File: src/hw/ocsd_pkg.sv
// Constants for the overcurrent shutdown delay block
package ocsd_pkg;

	// ----------------------------------------------------------------
	// Register map
	// ----------------------------------------------------------------
	localparam logic [7:0] SHUTDOWN_DELAY_CONFIG_ADDR  = 8'h03;
	localparam logic [7:0] SHUTDOWN_DELAY_CONFIG_RESET = 8'h14;
	localparam logic [7:0] UNMAPPED_READ_VALUE         = 8'h00;

	// ----------------------------------------------------------------
	// Field layout of the delay byte
	// ----------------------------------------------------------------
	localparam int         COUNTER_RESET_BIT = 7;
	localparam int         TRIP_DELAY_MSB    = 6;
	localparam int         TRIP_DELAY_LSB    = 0;
	localparam int         TRIP_DELAY_WIDTH  = 7;

	// ----------------------------------------------------------------
	// Channels, comparator and timing
	// ----------------------------------------------------------------
	localparam int         CHANNEL_COUNT      = 4;
	localparam int         SAMPLE_WIDTH       = 8;
	localparam logic [7:0] LIMIT_DISABLED     = 8'hFF;
	localparam int         SAMPLE_PERIOD_MS   = 1;
	localparam int         COUNT_WIDTH        = 8;
	localparam logic [7:0] COUNT_MAX          = 8'hFF;

	typedef logic [COUNT_WIDTH-1:0] ocsd_count_t;

endpackage

File: src/hw/ocsd_shutdown_delay.sv
// Per-channel shutdown qualification with delay configuration byte
//
// Contract
// - Read/write configuration byte at command code 03h sets delay and counter reset.
// - With bit 7 clear, the seven-bit delay field qualifies shutdown assertion.
// - With bit 7 set, counters held cleared and shutdown output forced low.
// - Delay code N means N ms, requiring N+1 consecutive over-threshold samples.
// - Each channel independently needs continuous consecutive breaches for the delay.
// - Delay zero asserts shutdown on the first breaching sample.
// - Delay 20 ms asserts shutdown only after 21 consecutive breaching samples.
// - Shutdown pin driven by a latch set when any channel qualifies.
// - Limit byte of all ones disables that channel's comparator entirely.
`timescale 1ns/100ps
`default_nettype none

module ocsd_shutdown_delay
	import ocsd_pkg::*;
(
	input  wire logic                                      sys_clk,
	input  wire logic                                      rst,
	input  wire logic [7:0]                                reg_addr,
	input  wire logic                                      reg_wr,
	input  wire logic [7:0]                                reg_wdata,
	input  wire logic                                      reg_rd,
	output logic      [7:0]                                reg_rdata,
	input  wire logic                                      sample_strobe,
	input  wire logic [CHANNEL_COUNT-1:0][SAMPLE_WIDTH-1:0] sample_data,
	input  wire logic [CHANNEL_COUNT-1:0][SAMPLE_WIDTH-1:0] overcurrent_limit_field,
	output logic      [CHANNEL_COUNT-1:0]                  trip_channel,
	output logic                                           power_cut_output
);

	// ----------------------------------------------------------------
	// Helpers
	// ----------------------------------------------------------------
	function automatic logic breach(input logic [SAMPLE_WIDTH-1:0] smp,
	                                input logic [SAMPLE_WIDTH-1:0] lim);
		breach = (lim != LIMIT_DISABLED) && (smp > lim);
	endfunction

	// ----------------------------------------------------------------
	// Configuration byte
	// ----------------------------------------------------------------
	logic [7:0]                  delay_config_q;
	logic                        counter_reset;
	ocsd_count_t                 trip_delay_code;
	ocsd_count_t                 count_q [CHANNEL_COUNT];
	logic [CHANNEL_COUNT-1:0]    qualify;
	logic [CHANNEL_COUNT-1:0]    trip_channel_q;
	logic                        power_cut_q;
	logic [7:0]                  reg_rdata_q;

	assign counter_reset   = delay_config_q[COUNTER_RESET_BIT];
	assign trip_delay_code = {1'b0, delay_config_q[TRIP_DELAY_MSB:TRIP_DELAY_LSB]};

	always_ff @(posedge sys_clk) begin
		if (rst) begin
			delay_config_q <= SHUTDOWN_DELAY_CONFIG_RESET;
		end else if (reg_wr && reg_addr == SHUTDOWN_DELAY_CONFIG_ADDR) begin
			delay_config_q <= reg_wdata;
		end
	end

	// Registered read; answer lands the cycle after the read strobe
	always_ff @(posedge sys_clk) begin
		if (rst) begin
			reg_rdata_q <= UNMAPPED_READ_VALUE;
		end else if (reg_rd) begin
			if (reg_addr == SHUTDOWN_DELAY_CONFIG_ADDR) begin
				reg_rdata_q <= delay_config_q;
			end else begin
				reg_rdata_q <= UNMAPPED_READ_VALUE;
			end
		end
	end

	// ----------------------------------------------------------------
	// Consecutive-sample counters
	// ----------------------------------------------------------------
	// Count holds breaches seen before this sample, so this one is count+1.
	// Compare with >= so lowering the delay mid-run still trips at once.
	always_comb begin
		for (int i = 0; i < CHANNEL_COUNT; i++) begin
			qualify[i] = sample_strobe && !counter_reset &&
			             breach(sample_data[i], overcurrent_limit_field[i]) &&
			             (count_q[i] >= trip_delay_code);
		end
	end

	always_ff @(posedge sys_clk) begin
		for (int i = 0; i < CHANNEL_COUNT; i++) begin
			if (rst || counter_reset) begin
				count_q[i] <= '0;
			end else if (sample_strobe) begin
				if (!breach(sample_data[i], overcurrent_limit_field[i])) begin
					count_q[i] <= '0;
				end else if (count_q[i] != COUNT_MAX) begin
					count_q[i] <= count_q[i] + 1'b1;
				end
			end
		end
	end

	// ----------------------------------------------------------------
	// Shutdown latch
	// ----------------------------------------------------------------
	// Latch holds until the reset bit is written; a fault must not self-clear.
	always_ff @(posedge sys_clk) begin
		if (rst || counter_reset) begin
			power_cut_q <= 1'b0;
		end else if (|qualify) begin
			power_cut_q <= 1'b1;
		end
	end

	always_ff @(posedge sys_clk) begin
		if (rst || counter_reset) begin
			trip_channel_q <= '0;
		end else begin
			trip_channel_q <= trip_channel_q | qualify;
		end
	end

	assign power_cut_output = power_cut_q;
	assign trip_channel     = trip_channel_q;
	assign reg_rdata        = reg_rdata_q;

endmodule

`default_nettype wire

File: config.mk
export PLATFORM = sky130hd
export DESIGN_NAME = ocsd_shutdown_delay
export DESIGN_NICKNAME = d
export VERILOG_FILES = /design/src/hw/ocsd_pkg.sv /design/src/hw/ocsd_shutdown_delay.sv
export SDC_FILE = /design/constraint.sdc
export NUM_CORES = 1
export LEC_CHECK = 0
export BUFFER_PORTS_ARGS = -buffer_cell sky130_fd_sc_hd__buf_4
export CAP_MARGIN = 20
export CORE_MARGIN = 3
export CORE_UTILIZATION = 56
export CTS_BUF_LIST = sky130_fd_sc_hd__clkbuf_8
export DETAILED_ROUTE_END_ITERATION = 8
export GPL_ROUTABILITY_DRIVEN = 0
export PLACE_DENSITY = 0.84
export SLEW_MARGIN = 20
export SYNTH_ARGS = -nofsm -noshare
export SYNTH_HDL_FRONTEND = slang
export SYNTH_SLANG_ARGS = --single-unit
File: constraint.sdc
create_clock -name sys_clk -period 3 [get_ports sys_clk]
set_clock_uncertainty 0.2 [all_clocks]
set_input_delay 0.3 -clock sys_clk [delete_from_list [all_inputs] [get_ports sys_clk]]
set_output_delay 0.3 -clock sys_clk [all_outputs]
set_load 0.03 [all_outputs]
---- Yosys cells after proc, flatten, opt, wreduce, memory -nomap -nowiden ----
Memories as Yosys holds them, arrays and structs flattened.
Cells that the tools add are included.
word-level totals
  flip-flop bits (word level) ............. 21
  latch bits .............................. 0
  memory bits (writable) .................. 32
  bits in read-only memories .............. 0
  output and inout bits ................... 13
  word-level logic and storage cells ...... 99
  memories kept ........................... 1
memories
  memory   depth  width  read ports  clocked after memory_dff  wr ports  RTL line                   RTL
  count_q  4      8      4           0                         4         ocsd_shutdown_delay.sv:47  ocsd_count_t count_q [CHANNEL_COUNT];
operators by class
  $add $sub $neg .......................... 4
  multiply operators ...................... 0
  divide/modulo/power cells ............... 0
  $lt $le $gt $ge ......................... 8
  eq/ne operators ......................... 9
  shifts and indexed selects .............. 0
  mux-type cells .......................... 47
  bitwise logic cells ..................... 9
  reduce and logical (&&, ||, !) cells .... 17
operator list
  kind                                                                    number
  8-bit two-way mux                                                       9
  8-bit inequality test (second input constant)                           8
  1-bit two-way mux                                                       38
  8-bit by 1-bit adder with 8-bit output (second input constant)          4
  8-bit by 7-bit >= comparator with 1-bit output                          4
  8-bit > comparator                                                      4
  1-bit logical AND                                                       14
  8-bit by 2-bit equality test with 1-bit output (second input constant)  1
  1-bit OR                                                                8
  4-bit OR                                                                1
  4-bit OR reduction                                                      1
  1-bit logical NOT                                                       1
  1-bit logical OR                                                        1

---- Logic depth before layout (Yosys ltp) ----
Gate-level depths: netlist of run 1.
  depth after elaboration ................. 8
  gate-level depth with buffers ........... 9
  mapped depth without buffers ............ 8

---- Least setup slack after synthesis of run 1 ----
OpenSTA, ideal clock, no wires.
  path type ............................... in2reg
  from .................................... input overcurrent_limit_field[26] (netlist name)
  to ...................................... memory count_q[3][0] (netlist name), enable pin
  setup time .............................. 0.338 ns
  data arrival time ....................... 1.904 ns
  data required time ...................... 2.462 ns
  path slack .............................. 0.558 ns
  cell stages on the path ................. 8
  path buffers ............................ 0
  cell sequence ........................... inv_1 > ha_1 > and4b_1 > a211oi_1 > o22ai_1 > o21ai_1 > a311o_1 > nand3_1
RTL lines
  element      RTL line                   RTL
  from (decl)  ocsd_shutdown_delay.sv:28  input wire logic [CHANNEL_COUNT-1:0][SAMPLE_WIDTH-1:0] overcurrent_limit_field,
  to (decl)    ocsd_shutdown_delay.sv:47

==> metrics, run 1 <==
pre-CTS worst setup slack=0.1966 ns; first-pass GRT wire length=14.63 mm; Primary FF master, synth=edfxtp_1; initial core utilization=59.54%; total iterations of the first detailed-routing run=6; Area after DPL=0.004716 mm^2; crit path DAT=2.06 ns; Die Width=89.33 um; hold depth=3; final setup margin=a little over 0.7 ns; synthesized flop and latch total=53; crit-path leading delay family=compound AO/OA/AOI/OAI gates; synth cell count leaders=ha_1, inv_1, nor2_1; die area=0.007980 mm^2; residual DRC count=0; Critical Setup Path Class=in -> reg; FP Rows=29; Hold Buf Count CTS=0; CTS Buf Count=5; Area contributors post-synth=edfxtp_1, ha_1, dfxtp_1, nand3_1, inv_1; final setup vio count=0; H-tree Lvls=2; Routed WL=8.826 mm; post-CTS sizing=0; Sinks on Clock Net=53; Worst R2R Path Depth=4; I/O Buffers=97; critical path cell sequence=buf_4 -> ha_1 -> nor2b_1 -> o211ai_1 -> a21oi_1 -> o31ai_1 -> a311o_1 -> nand3_1; Max Clk Rate=436.9 MHz; worst skew pair latency=0.32 ns; sequential share of the synthesized area=35.52%; Avg Inst Size Synth=roughly 9 um^2; Worst Hold Class=in -> reg; Post-CTS Setup Inserts=0; crit-path max cell delay=0.36 ns; Root Buffer Master=clkbuf_8; Total GRT Usage=22.99%; largest area contributor in the netlist=edfxtp_1; synthesized area=0.003889 mm^2; Max FO, Critical Path=8; drt first-iter violations=159; HPWL after DPL=between 7 and 8 mm; peak supply drop=0.2021 mV; cell count after synthesis=423; CTS tree=built; total power draw=between 1.5 and 2 mW; fraction of layout cells with a size suffix above 1=21.63%; Worst Path Buf+Inv=1; routed vias/inst=between 5 and 6; worst path required time=2.77 ns; WL/cell=roughly 15 um; outcome=completed; Worst-path clk slew=0.10 ns; final hold vios=0; Setup TNS Final=0 ns; total grt overflow=0; Vias=about 3.5k; vias in the first global route=around 3.5k; NumNets Final=~680; post-layout min period=2.289 ns; Synth top area share=24.71%; Core ar.=around 0.0065 mm^2; slew of the pin with the lowest slew margin=0.6611 ns; Final period util=76.29%; worst reg2reg setup slack=between 0.7 and 0.8 ns; n_diodes=0; max_slew headroom=a little under three fifths; area grow syn2layout=24.26%; Yosys Warn Count=0; number of synthesized flops with an enable pin=32; Final Instance Area=0.004832 mm^2; worst hold margin=0.03905 ns; most common cell in the netlist=ha_1; Post-synth ARST share=0%; Worst path depth=8; startpoint types=primary input; Post-DRT Antenna Nets=0; I/O pin total=98; Pwr Density=approximately 360 mW/mm^2; Chip Height=89.33 um; RSZ-0062 raised after global routing=no; Worst Setup End Kind=register; Longest Clk Path Bufs=2; P_leak=roughly 2.2 nW; Mapped Nets=~570; Yosys cell types=between 40 and 50; final slew viol count=0; CP max stage cell=nand3_1; initial antenna violation count=0; Max Cap Violations=0; pin count of the biggest net entering global routing=19
==> area by class of cell <==
cell class	instances	area, um^2
fillers	477	1699
multi-input cells	317	2296
repair buffers	102	765.7
clock inverters	3	47.55
well taps	77	96.34
inverters	47	176.4
flip-flops and latches	53	1381
clock buffers	5	68.82
==> worst reg2reg max path, cell delays in order (launching register included) <==
cell and delay (ns):
edfxtp_1 0.48, and3_1 0.25, and3_1 0.20, a311o_1 0.46, nand3_1 0.36
==> metrics by stage <==
stage	cells	util [%]
detailed placement	596	72.20
global placement	596	72.20
finish	604	73.98
global route	604	73.98
floorplan	423	-
CTS	604	73.98
==> cells in the final DEF (no fill, tap or decap), types with 14 or more instances in the layout <==
master / n
ha_1: 64
edfxtp_1: 32
buf_4: 102
nand3_1: 41
inv_1: 47
a21oi_1: 28
nand2_1: 14
nor2_1: 43
xor2_1: 18
dfxtp_1: 21
nand4_1: 20
==> flip-flops by register name, indices dropped and copies added (netlist names) <==
| signal | count |
|---|---|
| reg_rdata | 8 |
| trip_channel | 4 |
| power_cut_output | 1 |
| count_q | 32 |
| delay_config_q | 8 |
==> layer usage <==
metal | GRT usage, % | part of all wire [%] | vias to the layer above
met1 | 26.74 | 41 | 1623
met3 | 3.963 | 5.8 | 12
met2 | 42.60 | 52 | 103
li1 | - | - | 1738
met5 | 0 | 0 | -
met4 | 7.172 | 1.7 | 0
==> power breakdown <==
part | switching [mW] | internal [mW]
Combinational | 0.178 | 0.190
Clock | 0.257 | 0.255
Sequential | 0.0465 | 0.816
Total | 0.481 | 1.26
==> cells by family (layout without fill, tap and decap cells) <==
group,after synthesis,count (layout),share of synthesized area (%)
adders and majority gates,64,64,20.59
buffers and inverters,53,157,5.438
AOI/OAI and AO/OA,72,72,12.03
xor gates and xnor gates,24,24,5.405
and+or+nand+nor,157,157,21.01
DFF,53,53,35.52
==> worst paths after layout <==
kind | start | to
min reg2reg | reg_rdata[2] | reg_rdata[2]
max reg2reg | count_q[1][2] | count_q[1][7]
min | reg_wdata[3] | delay_config_q[3]
max | sample_data[9] | count_q[1][5]
(Power assumes the default switching activity.)
==> inputs of run 2 (changes only) <==
- ABC_AREA: default -> 1
- CORE_UTILIZATION: 56 -> 51
- PLACE_DENSITY: 0.84 -> 0.79
- clock period: 3 -> 2 ns (I/O delays scaled with it)
==> run 2 against run 1 <==
Effect of this change:
- sequential cell count stayed put
- non-clock buffer count is 28 higher
- die area is 18% higher
- cell area is 14% higher
- first-iteration DRC count rose by 21%
- hold slack got worse by 0.032 ns
- synthesized cell count rose by 23%
- highest routed layer unchanged
- critical path depth grew 1
- count of clock-buffer cells in the layout rose by 1
==> metrics, run 2 <==
routing usage on met3=between 4 and 5%; crit path DAT=about 1.8 ns; I/O Buffers=97; NumNets Final=806; Area contributors post-synth=edfxtp_1, ha_1, dfxtp_1, nand2_1, inv_1; Chip Height=between 90 and 100 um; max_slew headroom=75.43%; met1 Use GR=about a quarter; H-tree Lvls=2; Pwr Density=approximately 530 mW/mm^2; number of synthesized flops with an enable pin=32; initial core utilization=between 50 and 60%; FP Rows=32; initial antenna violation count=0; slew of the pin with the lowest slew margin=0.3680 ns; Root Buffer Master=clkbuf_8; Area after DPL=0.005236 mm^2; n_diodes=0; Vias=3932; Avg Inst Size Synth=8.080 um^2; Longest Clk Path Bufs=2; Final Instance Area=0.005532 mm^2; I/O pin total=98; Die Width=roughly 97 um; pin count of the biggest net entering global routing=17; final slew viol count=0; most common cell after layout, fill and taps aside=buf_4; Post-synth ARST share=0%; worst hold margin=0.006956 ns; RSZ-0062 raised after global routing=yes; P_leak=between 2 and 3 nW; total power draw=2.925 mW; outcome=completed; CTS tree=built; synth cell count leaders=nand2_1, inv_1, ha_1; Core ar.=0.007888 mm^2; crit path from=count_q[2][1]; CTS Buf Count=5; fraction of layout cells with a size suffix above 1=between 20% and 30%; area grow syn2layout=31.15%; max reg flops=32; synthesized flop and latch total=53; drt first-iter violations=approximately 190; first-pass GRT wire length=16.97 mm; commonest cells after routing, fill and taps aside=buf_4, nand2_1, inv_1, ha_1, nor2_1; largest register by flop count=count_q; Max FO, Critical Path=8; die area=about 0.0094 mm^2; Reg-to-Reg Start=count_q[2][1]; post-layout min period=1.947 ns; worst skew pair latency=0.31 ns; Mapped Nets=approximately 670; startpoint types=register; WL/cell=approximately 14 um; final hold vios=0; total grt overflow=0; synthesized area=approximately 0.0042 mm^2; Worst Hold Class=in -> reg; largest area contributor in the netlist=edfxtp_1; worst path required time=between 1.5 and 2 ns; Post-DRT Antenna Nets=0; Worst-path clk slew=0.10 ns; peak supply drop=0.3044 mV; Worst Setup End Kind=register; HPWL after DPL=about 8.3 mm; Routed WL=10.39 mm; Yosys Warn Count=0; critical path cell sequence=ha_2 -> nand2_2 -> nor2_1 -> inv_1 -> nor2_2 -> nand4_1 -> nand3_4 -> o211ai_1 -> buf_4; Critical Setup Path Class=reg -> reg; Synth top area share=22.78%; most common cell in the netlist=nand2_1; final setup vio count=0; total iterations of the first detailed-routing run=4; vias in the first global route=between 3k and 4k; crit-path max cell delay=around 0.42 ns; residual DRC count=0; met2 Use GR=40.02%; gr busiest metal=met2; sequential share of the synthesized area=between 30% and 40%; Primary FF master, synth=edfxtp_1; Total GRT Usage=21.63%; Max Clk Rate=513.7 MHz; CP max stage cell=edfxtp_1; routed vias/inst=5.174; cell count after synthesis=522; Sinks on Clock Net=53; Final period util=97.33%; Yosys cell types=34; Max Cap Violations=0; min-delay src=reg_wdata[3]
-- run 2: layout make-up --
| class | count | area, um^2 |
|---|---|---|
| Clock buffer | 6 | 82.58 |
| Clock inverter | 2 | 36.28 |
| Tap cell | 102 | 127.6 |
| Inverter | 95 | 359.1 |
| Sequential cell | 53 | 1381 |
| Multi-Input combinational cell | 372 | 2532 |
| Fill cell | 607 | 2356 |
| Timing Repair Buffer | 130 | 1012 |
-- run 2: repair_timing --
action                     in CTS  in global routing
hold endpoints to repair       15                  0
setup endpoints to repair       0                 44
hold buffers                    8                  0
setup buffers                   0                  6
gates resized for setup         0                 19
-- run 2: layer usage --
layer	vias to the layer above	part of all wire, %
met1	1818	40
met4	0	2.1
met5	-	0
met2	104	52
li1	1986	-
met3	24	5.4
-- run 2: through the flow --
stage | util [%] | setup TNS, ns | cells | worst slack, ns
5_1_grt | 70.13 | -1.064 | 760 | -0.05974
3_5_place_dp | 66.39 | -0.6400 | 738 | -0.07234
4_1_cts | 68.91 | 0 | 754 | 0.01381
3_3_place_gp | 66.39 | 0 | 738 | 0.02504
2_1_floorplan | - | 0 | 522 | 0.003009
6_report | 70.13 | 0 | 760 | 0.05346
-- run 2: kinds of logic after synthesis --
group | Yosys count | synth area share, %
simple gates | 220 | 25.90
compound gates | 76 | 11.24
fa+ha+maj | 64 | 18.99
xor+xnor | 12 | 2.492
buf+inv | 97 | 8.632
flops | 53 | 32.75
-- run 2: critical path, delay by kind of cell, from the launching register on --
kind / cells / cell delay, ns
fa+ha+maj: 1 / 0.21
simple gates: 5 / 0.55
compound gates: 1 / 0.08
flops: 1 / 0.42
buf+inv: 2 / 0.25
-- run 2: power breakdown --
group	switching [mW]	leakage, nW	internal [mW]	total, mW
Combinational	0.424	2.19	0.395	0.820
Sequential	0.0745	0.519	1.25	1.32
Clock	0.374	0.0617	0.409	0.783
Total	0.873	2.77	2.05	2.93
-- run 2: worst paths after layout --
path                  endpoint  slack, ns  cells after the start
min          delay_config_q[3]      0.007                      3
max reg2reg      count_q[2][5]       0.05                      9
min reg2reg    trip_channel[1]       0.26                      2
max              count_q[2][5]       0.05                      9
==> inputs of run 3 (changes only) <==
- CORE_UTILIZATION: 51 -> 30
- PLACE_DENSITY: 0.79 -> default
- SKIP_LAST_GASP: default -> 1
==> run 3 against run 2 <==
Effect of this change:
- die area increased by 65%
- critical path depth unchanged
- sequential power about the same
- core utilization shrank 29 points
- sequential cell count did not move
- sequential share of layout area fell by 0.19 points
- cell area rose by 0.86%
- largest cell class unchanged
==> metrics, run 3 (same netlist as run 2, synthesis figures left out) <==
outcome=completed; worst hold margin=between 0.09 and 0.1 ns; most common cell after layout, fill and taps aside=buf_4; post-layout min period=1.933 ns; P_leak=2.744 nW; die area=0.01552 mm^2; H-tree Lvls=2; startpoint types=register; largest register by flop count=count_q; slew of the pin with the lowest slew margin=0.3854 ns; Worst Setup End Kind=register; Chip Height=approximately 120 um; Longest Clk Path Bufs=2; Max FO, Critical Path=8; total grt overflow=0; area occupied by multi-input gates=0.002534 mm^2; Area after DPL=0.005344 mm^2; pin count of the biggest net entering global routing=19; Filler cells=approximately 1.4k; Post-CTS Setup Inserts=0; crit-path max cell delay=around 0.4 ns; I/O Buffers=97; Final period util=96.63%; CP most frequent cell=nand2_1; Vias=about 3.7k; area grow syn2layout=32.28%; crit-path leading delay family=simple AND/OR/NAND/NOR gates; initial core utilization=between 30% and 40%; Max Cap Violations=0; peak supply drop=around 0.24 mV; CTS Buf Count=5; drt first-iter violations=~160; Core ar.=0.01351 mm^2; Sinks on Clock Net=53; NumNets Final=between 800 and 900; Final Instance Area=approximately 0.0056 mm^2; worst skew pair latency=about 0.32 ns; CP max stage cell=edfxtp_1; vias in the first global route=roughly 3.8k; Critical Setup Path Class=reg -> reg; WL/cell=11.62 um; HPWL after DPL=8.073 mm; worst path required time=1.89 ns; I/O pin total=98; Post-DRT Antenna Nets=0; total iterations of the first detailed-routing run=4; Worst Path Buf+Inv=2; first-pass GRT wire length=16.65 mm; FP Rows=between 40 and 50; commonest cells after routing, fill and taps aside=buf_4, nand2_1, inv_1, ha_1, nor2_1; max reg flops=32; final slew viol count=0; RSZ-0062 raised after global routing=yes; fraction of layout cells with a size suffix above 1=27.63%; routed vias/inst=4.472; Max Clk Rate=between 500 and 600 MHz; Routed WL=9.657 mm; Total GRT Usage=12.58%; final setup vio count=0; Worst Hold Class=in -> reg; initial antenna violation count=0; Die Width=124.6 um; Worst-path clk slew=0.11 ns; Pwr Density=496.7 mW/mm^2; residual DRC count=0; n_diodes=0; Root Buffer Master=clkbuf_8; Register Area=0.001383 mm^2; final hold vios=0; crit path DAT=roughly 1.8 ns; CTS tree=built; critical path cell sequence=ha_2 -> nand2_1 -> nor2_1 -> inv_1 -> nor2_2 -> nand2_2 -> o21ai_4 -> nand2_1 -> buf_12; max_slew headroom=74.28%
run 3: final timing paths:
check	startpoint	end	slack, ns	cells past startpoint
max	count_q[3][1]	count_q[3][5]	0.07	9
max reg2reg	count_q[3][1]	count_q[3][5]	0.07	9
min	reg_wr	delay_config_q[4]	0.1	4
min reg2reg	trip_channel[2]	trip_channel[2]	0.26	2
run 3: what timing repair did:
action,in CTS,in global routing
gates resized for setup,0,20
setup endpoints to repair,0,17
hold buffers,9,0
endpoints found under the hold margin,16,0
run 3: worst reg2reg max path: stages (launching register included):
cell and delay [ns]:
edfxtp_1 0.41, ha_2 0.20, nand2_1 0.07, nor2_1 0.11
inv_1 0.09, nor2_2 0.13, nand2_2 0.09, o21ai_4 0.15
nand2_1 0.11, buf_12 0.15
run 3: cell type report:
class,instances,share of cell area [%]
Inverter,95,6.414
Multi-Input combinational cell,372,45.41
Clock inverter,3,0.4261
Timing Repair Buffer,127,17.78
Sequential cell,53,24.78
Clock buffer,5,1.233
Tap cell,176,3.947
run 3: per-layer routing:
metal  GRT usage, %  vias up  routed length [um]
met2          21.95       75                4617
met4          3.482        0                 131
met1          15.93     1648                4455
li1               -     1981                   -
met3          2.230       12                 452
met5              0        -                   0
run 3: metrics by stage:
step                      utilization, %  std cells  total power, mW  TNS [ns]  setup WS (ns)
after floorplan                        -        522            1.788         0       0.003009
after global placement             39.57        814            2.096         0        0.01432
after detailed placement           39.57        814            2.120   -0.3299       -0.02218
after CTS                          40.92        831            2.785         0       0.008028
after global routing               41.31        831            2.961   -0.2227       -0.02538
final                              41.31        831            2.771         0        0.06732
run 3: where the power goes:
part	switching (mW)	internal, mW	leakage (nW)
sequential	0.0690	1.25	0.520
combinational	0.409	0.390	2.17
clock	0.397	0.258	0.0495
total	0.875	1.90	2.74
